$ cat src/core/stcs_pkg.sv
/*
 * stcs_pkg: constants for the transmit channel-status register bank.
 * Assumes a decoded register port (7-bit address, 16-bit data) behind the
 * device's control interface, and an encoder that strobes once per frame.
 */
package stcs_pkg;
	// register offsets
	localparam logic [6:0] ADDR_LEFT_HIGH = 7'h51;
	localparam logic [6:0] ADDR_LEFT_MID = 7'h52;
	localparam logic [6:0] ADDR_LEFT_LOW = 7'h53;
	localparam logic [6:0] ADDR_RIGHT_HIGH = 7'h54;
	localparam logic [6:0] ADDR_RIGHT_MID = 7'h55;
	localparam logic [6:0] ADDR_RIGHT_LOW = 7'h56;
	// reset values
	localparam logic [15:0] RST_HIGH = 16'h0000;
	localparam logic [15:0] RST_MID = 16'h0000;
	localparam logic [7:0] RST_LOW = 8'h00;
	// field positions in the 40-bit status word
	localparam int STATUS_BITS = 40;
	localparam int POS_WLEN_HI = 35;
	localparam int POS_WLEN_LO = 33;
	localparam int POS_MAX24 = 32;
	localparam int POS_CLKACC_HI = 29;
	localparam int POS_CLKACC_LO = 28;
	localparam int POS_RATE_HI = 27;
	localparam int POS_RATE_LO = 24;
	localparam int POS_CHAN_HI = 23;
	localparam int POS_CHAN_LO = 20;
	localparam int POS_SRC_HI = 19;
	localparam int POS_SRC_LO = 16;
	localparam int POS_CAT_HI = 15;
	localparam int POS_CAT_LO = 8;
	localparam int POS_NONPCM = 1;
	// sample frequency codes
	localparam logic [3:0] RATE_44K1 = 4'h0;
	localparam logic [3:0] RATE_48K = 4'h1;
	localparam logic [3:0] RATE_32K = 4'h2;
	// clock accuracy reserved code
	localparam logic [1:0] CLKACC_RSVD = 2'h3;
	// status block framing
	localparam logic [7:0] LAST_FRAME = 8'hBF;
	localparam logic [7:0] STATUS_BITS_8 = 8'h28;
endpackage

$ cat src/core/stcs_regs.sv
/*
 * stcs_regs: left/right transmit channel-status registers, field decode
 * and per-frame serialisation toward the output encoder.
 * Assumes one frame_tick_in pulse per frame, block_start_in high with the
 * tick of the first frame of a block, and copy control from elsewhere.
 */
// Functional notes
// - 40-bit word in three registers per channel, 0x51-0x56.
// - middle register holds bits 23..8.
// - bit 32 selects 20 or 24 maximum.
// - bits 35..33 word length; 39..36 reserved.
// - bits 29..28 clock accuracy; 31..30 reserved.
// - bits 27..24 sample frequency code.
// - bits 23..20 channel number code.
// - bits 19..16 source number.
// - bits 15..8 category, sent unchanged.
// - copy control sends left status on right.
// - bit 1 clear means linear PCM.
`timescale 1ns/1ps
module stcs_regs
	import stcs_pkg::*;
(
	input wire logic ref_clk_in,
	input wire logic rst_in,
	input wire logic [6:0] reg_addr_in,
	input wire logic [15:0] reg_wdata_in,
	input wire logic reg_wr_in,
	input wire logic reg_rd_in,
	output logic [15:0] reg_rdata_out,
	output logic reg_rvalid_out,
	input wire logic copy_left_to_right_in,
	input wire logic frame_tick_in,
	input wire logic block_start_in,
	output logic left_status_bit_out,
	output logic right_status_bit_out,
	output logic [7:0] bit_index_out,
	output logic [4:0] left_word_len_out,
	output logic left_max24_out,
	output logic [1:0] left_clk_acc_out,
	output logic left_rate_known_out,
	output logic [3:0] left_chan_num_out,
	output logic [3:0] left_source_out,
	output logic [7:0] left_category_out,
	output logic left_linear_pcm_out,
	output logic right_linear_pcm_out
);
	logic [15:0] left_high_ff;
	logic [15:0] left_mid_ff;
	logic [7:0] left_low_ff;
	logic [15:0] right_high_ff;
	logic [15:0] right_mid_ff;
	logic [7:0] right_low_ff;
	logic [STATUS_BITS-1:0] left_word;
	logic [STATUS_BITS-1:0] right_own_word;
	logic [STATUS_BITS-1:0] right_word;
	logic [7:0] nxt_index;

	// word length in bits from code and maximum; zero when not given
	function automatic logic [4:0] stcs_wlen(input logic max24, input logic [2:0] code);
		logic [4:0] len;
		len = 5'h00;
		case (code)
			3'h1: len = max24 ? 5'h14 : 5'h10;
			3'h2: len = max24 ? 5'h16 : 5'h12;
			3'h4: len = max24 ? 5'h17 : 5'h13;
			3'h5: len = max24 ? 5'h18 : 5'h14;
			3'h6: len = max24 ? 5'h15 : 5'h11;
			default: len = 5'h00; // not indicated or reserved
		endcase
		return len;
	endfunction

	// assemble the status words; low register upper byte not stored
	assign left_word = {left_high_ff, left_mid_ff, left_low_ff};
	assign right_own_word = {right_high_ff, right_mid_ff, right_low_ff};
	assign right_word = copy_left_to_right_in ? left_word : right_own_word;

	// left register writes
	always_ff @(posedge ref_clk_in or posedge rst_in) begin
		if (rst_in) begin
			left_high_ff <= RST_HIGH;
			left_mid_ff <= RST_MID;
			left_low_ff <= RST_LOW;
		end else if (reg_wr_in) begin
			case (reg_addr_in)
				ADDR_LEFT_HIGH: left_high_ff <= reg_wdata_in;
				ADDR_LEFT_MID: left_mid_ff <= reg_wdata_in;
				ADDR_LEFT_LOW: left_low_ff <= reg_wdata_in[7:0];
				default: ;
			endcase
		end
	end

	// right register writes
	always_ff @(posedge ref_clk_in or posedge rst_in) begin
		if (rst_in) begin
			right_high_ff <= RST_HIGH;
			right_mid_ff <= RST_MID;
			right_low_ff <= RST_LOW;
		end else if (reg_wr_in) begin
			case (reg_addr_in)
				ADDR_RIGHT_HIGH: right_high_ff <= reg_wdata_in;
				ADDR_RIGHT_MID: right_mid_ff <= reg_wdata_in;
				ADDR_RIGHT_LOW: right_low_ff <= reg_wdata_in[7:0];
				default: ;
			endcase
		end
	end

	// register reads, one cycle latency, unmapped reads as zero
	always_ff @(posedge ref_clk_in or posedge rst_in) begin
		if (rst_in) begin
			reg_rdata_out <= 16'h0000;
			reg_rvalid_out <= 1'b0;
		end else begin
			reg_rvalid_out <= reg_rd_in;
			if (reg_rd_in) begin
				case (reg_addr_in)
					ADDR_LEFT_HIGH: reg_rdata_out <= left_high_ff;
					ADDR_LEFT_MID: reg_rdata_out <= left_mid_ff;
					ADDR_LEFT_LOW: reg_rdata_out <= {8'h00, left_low_ff};
					ADDR_RIGHT_HIGH: reg_rdata_out <= right_high_ff;
					ADDR_RIGHT_MID: reg_rdata_out <= right_mid_ff;
					ADDR_RIGHT_LOW: reg_rdata_out <= {8'h00, right_low_ff};
					default: reg_rdata_out <= 16'h0000;
				endcase
			end
		end
	end

	// next frame position within the status block
	always_comb begin
		nxt_index = bit_index_out;
		if (block_start_in || bit_index_out == LAST_FRAME) begin
			nxt_index = 8'h00;
		end else begin
			nxt_index = bit_index_out + 8'h01;
		end
	end

	// serialise one status bit per frame on each channel
	always_ff @(posedge ref_clk_in or posedge rst_in) begin
		if (rst_in) begin
			bit_index_out <= LAST_FRAME;
			left_status_bit_out <= 1'b0;
			right_status_bit_out <= 1'b0;
		end else if (frame_tick_in) begin
			bit_index_out <= nxt_index;
			if (nxt_index < STATUS_BITS_8) begin
				left_status_bit_out <= left_word[nxt_index[5:0]];
				right_status_bit_out <= right_word[nxt_index[5:0]];
			end else begin
				left_status_bit_out <= 1'b0;
				right_status_bit_out <= 1'b0;
			end
		end
	end

	// decoded view of the transmitted left fields, plus the right linear pcm flag
	always_ff @(posedge ref_clk_in or posedge rst_in) begin
		if (rst_in) begin
			left_word_len_out <= 5'h00;
			left_max24_out <= 1'b0;
			left_clk_acc_out <= 2'h0;
			left_rate_known_out <= 1'b1;
			left_chan_num_out <= 4'h0;
			left_source_out <= 4'h0;
			left_category_out <= 8'h00;
			left_linear_pcm_out <= 1'b1;
			right_linear_pcm_out <= 1'b1;
		end else begin
			left_word_len_out <= stcs_wlen(left_word[POS_MAX24],
				left_word[POS_WLEN_HI:POS_WLEN_LO]);
			left_max24_out <= left_word[POS_MAX24];
			left_clk_acc_out <= left_word[POS_CLKACC_HI:POS_CLKACC_LO];
			left_rate_known_out <= (left_word[POS_RATE_HI:POS_RATE_LO] == RATE_44K1)
				|| (left_word[POS_RATE_HI:POS_RATE_LO] == RATE_48K)
				|| (left_word[POS_RATE_HI:POS_RATE_LO] == RATE_32K);
			left_chan_num_out <= left_word[POS_CHAN_HI:POS_CHAN_LO];
			left_source_out <= left_word[POS_SRC_HI:POS_SRC_LO];
			left_category_out <= left_word[POS_CAT_HI:POS_CAT_LO];
			left_linear_pcm_out <= !left_word[POS_NONPCM];
			right_linear_pcm_out <= !right_word[POS_NONPCM];
		end
	end

	// read-back of left high register matches stored value
	rd_high_map_a: assert property (@(posedge ref_clk_in) disable iff (rst_in)
		reg_rd_in && reg_addr_in == ADDR_LEFT_HIGH && !reg_wr_in
		|=> reg_rvalid_out && reg_rdata_out == $past(left_high_ff))
		else $error("left high read-back wrong");

	// low register upper byte reads as zero
	low_rsvd_zero_a: assert property (@(posedge ref_clk_in) disable iff (rst_in)
		reg_rd_in && (reg_addr_in == ADDR_LEFT_LOW || reg_addr_in == ADDR_RIGHT_LOW)
		|=> reg_rdata_out[15:8] == 8'h00)
		else $error("low register upper byte not zero");

	// middle register write then read returns the data
	mid_wr_rd_a: assert property (@(posedge ref_clk_in) disable iff (rst_in)
		reg_wr_in && reg_addr_in == ADDR_RIGHT_MID ##1
		(reg_rd_in && !reg_wr_in && reg_addr_in == ADDR_RIGHT_MID)
		|=> reg_rdata_out == $past(reg_wdata_in, 2))
		else $error("right mid write not read back");

	// max length flag follows bit 32
	max24_flag_a: assert property (@(posedge ref_clk_in) disable iff (rst_in)
		reg_wr_in && reg_addr_in == ADDR_LEFT_HIGH ##1 !reg_wr_in
		|=> left_max24_out == $past(reg_wdata_in[8], 2))
		else $error("max length flag wrong");

	// word length code 101 gives 20 or 24 bits
	wlen_decode_a: assert property (@(posedge ref_clk_in) disable iff (rst_in)
		left_word[35:33] == 3'h5
		|=> left_word_len_out == ($past(left_word[32]) ? 5'h18 : 5'h14))
		else $error("word length decode wrong");

	// clock accuracy field passes through
	clk_acc_a: assert property (@(posedge ref_clk_in) disable iff (rst_in)
		##1 left_clk_acc_out == $past(left_high_ff[5:4]))
		else $error("clock accuracy field wrong");

	// reserved sample frequency code flagged unknown
	rate_rsvd_a: assert property (@(posedge ref_clk_in) disable iff (rst_in)
		left_high_ff[3:0] > 4'h2 |=> !left_rate_known_out)
		else $error("reserved rate not flagged");

	// copy mode makes right bit equal left bit
	copy_mode_a: assert property (@(posedge ref_clk_in) disable iff (rst_in)
		frame_tick_in && copy_left_to_right_in
		|=> right_status_bit_out == left_status_bit_out)
		else $error("copy mode bits differ");

	// linear pcm flag tracks bit 1
	pcm_flag_a: assert property (@(posedge ref_clk_in) disable iff (rst_in)
		left_low_ff[1] ##1 left_low_ff[1] |-> !left_linear_pcm_out)
		else $error("linear pcm flag wrong");

	// bits past 39 sent as zero
	tail_zero_a: assert property (@(posedge ref_clk_in) disable iff (rst_in)
		bit_index_out >= STATUS_BITS_8 |-> !left_status_bit_out && !right_status_bit_out)
		else $error("status bit above 39 not zero");

	// block start restarts at bit zero
	block_start_a: assert property (@(posedge ref_clk_in) disable iff (rst_in)
		frame_tick_in && block_start_in
		|=> bit_index_out == 8'h00 && left_status_bit_out == $past(left_word[0]))
		else $error("block start not at bit zero");

	// right high read-back matches stored value
	rd_right_map_a: assert property (@(posedge ref_clk_in) disable iff (rst_in)
		reg_rd_in && reg_addr_in == ADDR_RIGHT_HIGH
		|=> reg_rvalid_out && reg_rdata_out == $past(right_high_ff))
		else $error("right high read-back wrong");

	// low register read returns the stored byte
	rd_low_map_a: assert property (@(posedge ref_clk_in) disable iff (rst_in)
		reg_rd_in && reg_addr_in == ADDR_LEFT_LOW
		|=> reg_rdata_out[7:0] == $past(left_low_ff))
		else $error("left low read-back wrong");

	// left middle read returns bits 23..8
	rd_mid_map_a: assert property (@(posedge ref_clk_in) disable iff (rst_in)
		reg_rd_in && reg_addr_in == ADDR_LEFT_MID
		|=> reg_rdata_out == $past(left_mid_ff))
		else $error("left mid read-back wrong");

	// writes elsewhere leave the left high register alone
	high_wr_only_a: assert property (@(posedge ref_clk_in) disable iff (rst_in)
		reg_wr_in && reg_addr_in != ADDR_LEFT_HIGH |=> $stable(left_high_ff))
		else $error("left high changed by another write");

	// channel number field passes through
	chan_field_a: assert property (@(posedge ref_clk_in) disable iff (rst_in)
		##1 left_chan_num_out == $past(left_mid_ff[15:12]))
		else $error("channel number field wrong");

	// source number field passes through
	src_field_a: assert property (@(posedge ref_clk_in) disable iff (rst_in)
		##1 left_source_out == $past(left_mid_ff[11:8]))
		else $error("source number field wrong");

	// category field passes through unchanged
	cat_field_a: assert property (@(posedge ref_clk_in) disable iff (rst_in)
		##1 left_category_out == $past(left_mid_ff[7:0]))
		else $error("category field wrong");

	// reserved word length codes give zero
	wlen_rsvd_a: assert property (@(posedge ref_clk_in) disable iff (rst_in)
		left_word[POS_WLEN_HI:POS_WLEN_LO] == 3'h3
		|| left_word[POS_WLEN_HI:POS_WLEN_LO] == 3'h7
		|=> left_word_len_out == 5'h00)
		else $error("reserved word length not zero");

	// index steps by one between block starts
	index_step_a: assert property (@(posedge ref_clk_in) disable iff (rst_in)
		frame_tick_in && !block_start_in && bit_index_out != LAST_FRAME
		|=> bit_index_out == $past(bit_index_out) + 8'h01)
		else $error("frame index did not step");

	// index wraps to zero after the last frame
	index_wrap_a: assert property (@(posedge ref_clk_in) disable iff (rst_in)
		frame_tick_in && bit_index_out == LAST_FRAME |=> bit_index_out == 8'h00)
		else $error("frame index did not wrap");

	// index and left status bit stand between frame ticks
	frame_hold_a: assert property (@(posedge ref_clk_in) disable iff (rst_in)
		!frame_tick_in |=> $stable(bit_index_out) && $stable(left_status_bit_out))
		else $error("status output changed without a tick");

	// main scenarios
	block_start_c: cover property (@(posedge ref_clk_in) disable iff (rst_in)
		frame_tick_in && block_start_in);
	copy_on_c: cover property (@(posedge ref_clk_in) disable iff (rst_in)
		frame_tick_in && copy_left_to_right_in && left_status_bit_out);
	max24_c: cover property (@(posedge ref_clk_in) disable iff (rst_in)
		left_max24_out && left_word_len_out == 5'h18);
	block_wrap_c: cover property (@(posedge ref_clk_in) disable iff (rst_in)
		frame_tick_in && bit_index_out == LAST_FRAME && !block_start_in);
endmodule // stcs_regs

$ cat config.mk
export PLATFORM = sky130hd
export DESIGN_NAME = stcs_regs
export DESIGN_NICKNAME = d
export VERILOG_FILES = /design/src/core/stcs_pkg.sv /design/src/core/stcs_regs.sv
export SDC_FILE = /design/constraint.sdc
export NUM_CORES = 1
export LEC_CHECK = 0
export BUFFER_PORTS_ARGS = -buffer_cell sky130_fd_sc_hd__buf_2
export CAP_MARGIN = 20
export CORE_MARGIN = 2
export CORE_UTILIZATION = 31
export CTS_BUF_LIST = sky130_fd_sc_hd__clkbuf_4
export DETAILED_ROUTE_END_ITERATION = 10
export PLACE_DENSITY = 0.59
export SLEW_MARGIN = 20
export SYNTH_ARGS = -nofsm -noshare
export SYNTH_HDL_FRONTEND = slang
export SYNTH_SLANG_ARGS = --single-unit
export TNS_END_PERCENT = 30
$ cat constraint.sdc
create_clock -name ref_clk_in -period 5.34 [get_ports ref_clk_in]
set_input_delay 1.068 -clock ref_clk_in [delete_from_list [all_inputs] [get_ports ref_clk_in]]
set_output_delay 1.068 -clock ref_clk_in [all_outputs]
set_load 0.05 [all_outputs]
==> results.toml <==
[outcome]
outcome = "finished clean"

[layout]
drive_gt1_share_pct = 36.6
postLayoutCellArea_sq_um = 7390
regArea_sq_um = 3370
utilization_pct = 36.3
fillers = 2022
multi_input_area_sq_um = 2890
antenna_cells = 0
synthToLayoutAreaGrowth_pct = 14.2
instances_no_fill = 902
fin_nets = 650

[worst_setup_path]
path_max_fanout = 19
crit_path_end_kind = "register"
crit_type = "register to register"
timing.rr.start = "bit_index_out[0]$_DFFE_PP1P_"
start_kind = "register"
critPathRequiredTime_ps = 5790
cp_data_arrival_time_ps = 3990
critPathLaunch = "bit_index_out[0]$_DFFE_PP1P_"

[logic_synthesis]
yosysTopAreaCell = "dfrtp_1"
yosysSeqAreaShare_pct = 52.0
synth-async-reset-ratio_pct = 100
synth_edf_count = 0
syn-instance-count = 546
ys_types = 59
synth_top_area_share_pct = 47.9
ys.flop_type = "dfrtp_1"
synth_warnings = 0
syn_area_sq_um = 6480
synth_fp_nets = 577
synth_area_per_cell_sq_um = 11.9
synth_area_leaders = "dfrtp_1, mux2_2, dfstp_2"
ys_ff_latch = 134

[sta]
min_period_over_period_pct = 66.4
setup_viol = 0
fin_skew_ps = 19.1
hold_violations = 0
fin_crit_ps = 3550
fmax_mhz = 282
tightestPinTransition_ps = 981
tns_ps = 0
drv_slew = 0
rsz0062_at_grt = "no"
timing.hold.ws_ps = 458
slew-limit-headroom_pct = 33.8

[global_routing]
grt.overflow.total = 0
antenna_found_initial = 0
grt_pass1_wl_microns = 29300
grt_pass1_vias = 5138
grt_max_degree = 88
grt_usage_pct = 17.3

[placement]
dp_cells = 870
io_buffer_count = 83
gp_congestion = 0.859
place_area_sq_um = 7120
post-dp-hpwl_microns = 12800

[clocking]
clk_pin_slew_ps = 130
cts_sinks = 134
cts_htree_levels = 4
post_cts_buffers = 0
cts_buffers = 17
clk-insertion-delay-late_ps = 590
cts_buffer_depth = 2
cts_root_buffer = "clkbuf_4"
cts_tree = "done"
cts-resized-gates = 0
cts-hold-fix-buffers = 0

[floorplan]
initial_core_util_pct = 31.8
dieWidth_microns = 149
row_count = 52
io_pins = 84
chipHeight_microns = 149
core_sq_um = 20400
dieArea_sq_um = 22100

[flow_run]
maxCapViolations = 0

[route]
ant_nets = 0
viasPerCell = 5.47
vias = 4937
drt-initial-drc-count = 359
drc = 0
wirelength_microns = 18400
drt-pass1-iter-count = 5
wl_per_cell_microns = 20.4

[min_path]
hold_class = "register to register"
min_from = "left_mid_ff[5]$_DFFE_PP0P_"

[power]
power_density_nw_per_um2 = 305
peakVddDrop_mv = 0.132
leakagePower_nw = 3.40
-- power by group --
group / switching (mW) / internal (mW)
clock network: 0.428 / 0.240
logic: 0.268 / 0.139
registers: 0.0803 / 1.10
total: 0.776 / 1.48
-- critical path: stages (launching register included) --
cell	delay [ps]
dfstp_2	750
ha_1	320
and3b_1	420
a211o_1	690
mux4_2	430
a211oi_1	340
o22ai_1	130
a221oi_2	260
o2bb2ai_2	70
-- per-stage QoR --
| step | setup slack (ps) | total power [mW] |
|---|---|---|
| 2_1_floorplan | 706 | 1.48 |
| 3_3_place_gp | 1700 | 1.60 |
| 3_5_place_dp | 1660 | 1.60 |
| 4_1_cts | 1820 | 2.28 |
| 5_1_grt | 1620 | 2.36 |
| 6_report | 1790 | 2.25 |
-- path summary, 6_finish.rpt --
check / endpoint / cells after the start / slack, ps
setup / recovery: right_status_bit_out$_DFFE_PP0P_ / 8 / 1790
hold / removal: left_category_out[5]$_DFF_PP0_ / 0 / 460
setup reg to reg: right_status_bit_out$_DFFE_PP0P_ / 8 / 1790
hold reg to reg: left_category_out[5]$_DFF_PP0_ / 0 / 460
max in group asynchronous: bit_index_out[6]$_DFFE_PP0P_ / 3 / 3600
min in group asynchronous: left_max24_out$_DFF_PP0_ / 2 / 610
-- kinds of logic after synthesis --
| kind of cell | synth area share, % |
|---|---|
| buf+inv | 3.46 |
| mux | 20.5 |
| flops | 52.0 |
| simple gates | 8.46 |
| xor+xnor | 0.676 |
| fa+ha+maj | 0.193 |
| compound gates | 14.8 |
-- flip-flops by register name (all words and copies together), names as in the netlist, 2 cells and up --
signal and flops:
right_mid_ff 16, left_low_ff 8, left_high_ff 16, right_high_ff 16, left_clk_acc_out 2, left_word_len_out 5
bit_index_out 8, right_low_ff 8, left_source_out 4, left_category_out 8, left_mid_ff 16, reg_rdata_out 16
left_chan_num_out 4
-- Yosys cell counts, types with 11 or more instances --
library cell and instances:
a21oi_1 19, a221oi_1 14, a22oi_1 18, clkbuf_1 23, dfrtp_1 124, inv_1 16, mux2_2 86, mux2i_1 22
nand2_1 33, nand3_1 14, nor2_1 27, o22ai_1 11
-- cells in the final DEF (no fill, tap or decap), drive strengths merged, types with 2 or more instances in the layout --
master and instances:
a41oi 7, inv 21, o221ai 3, xor2 2
a211oi 7, nor4 2, a21o 2, a22o 9
nor2 27, nand2b 8, dfrtp 124, o21ai 10
a22oi 18, nand2 33, mux4 6, nor3 10
o311ai 2, buf 90, o211ai 3, xnor2 3
o22ai 11, mux2 86, o32ai 2, a311oi 4
mux2i 22, clkinv 8, nor2b 5, nand4 7
clkbuf 17, nand3 14, or3 3, a21oi 20
a221oi 16, dfstp 10
-- metal layers --
layer,GRT usage (%),part of all wire (%)
met5,0,0
met3,3.37,5.8
met4,7.10,2.7
met2,28.8,48
met1,22.2,43
-- area by class of cell --
type / count / share of cell area (%)
inverters: 16 / 0.880
repair buffers: 90 / 6.33
multi-input cells: 360 / 39.1
clock buffers: 17 / 1.73
flip-flops and latches: 134 / 45.5
well taps: 270 / 4.57
clock inverters: 15 / 1.93
(Power assumes the default switching activity.)
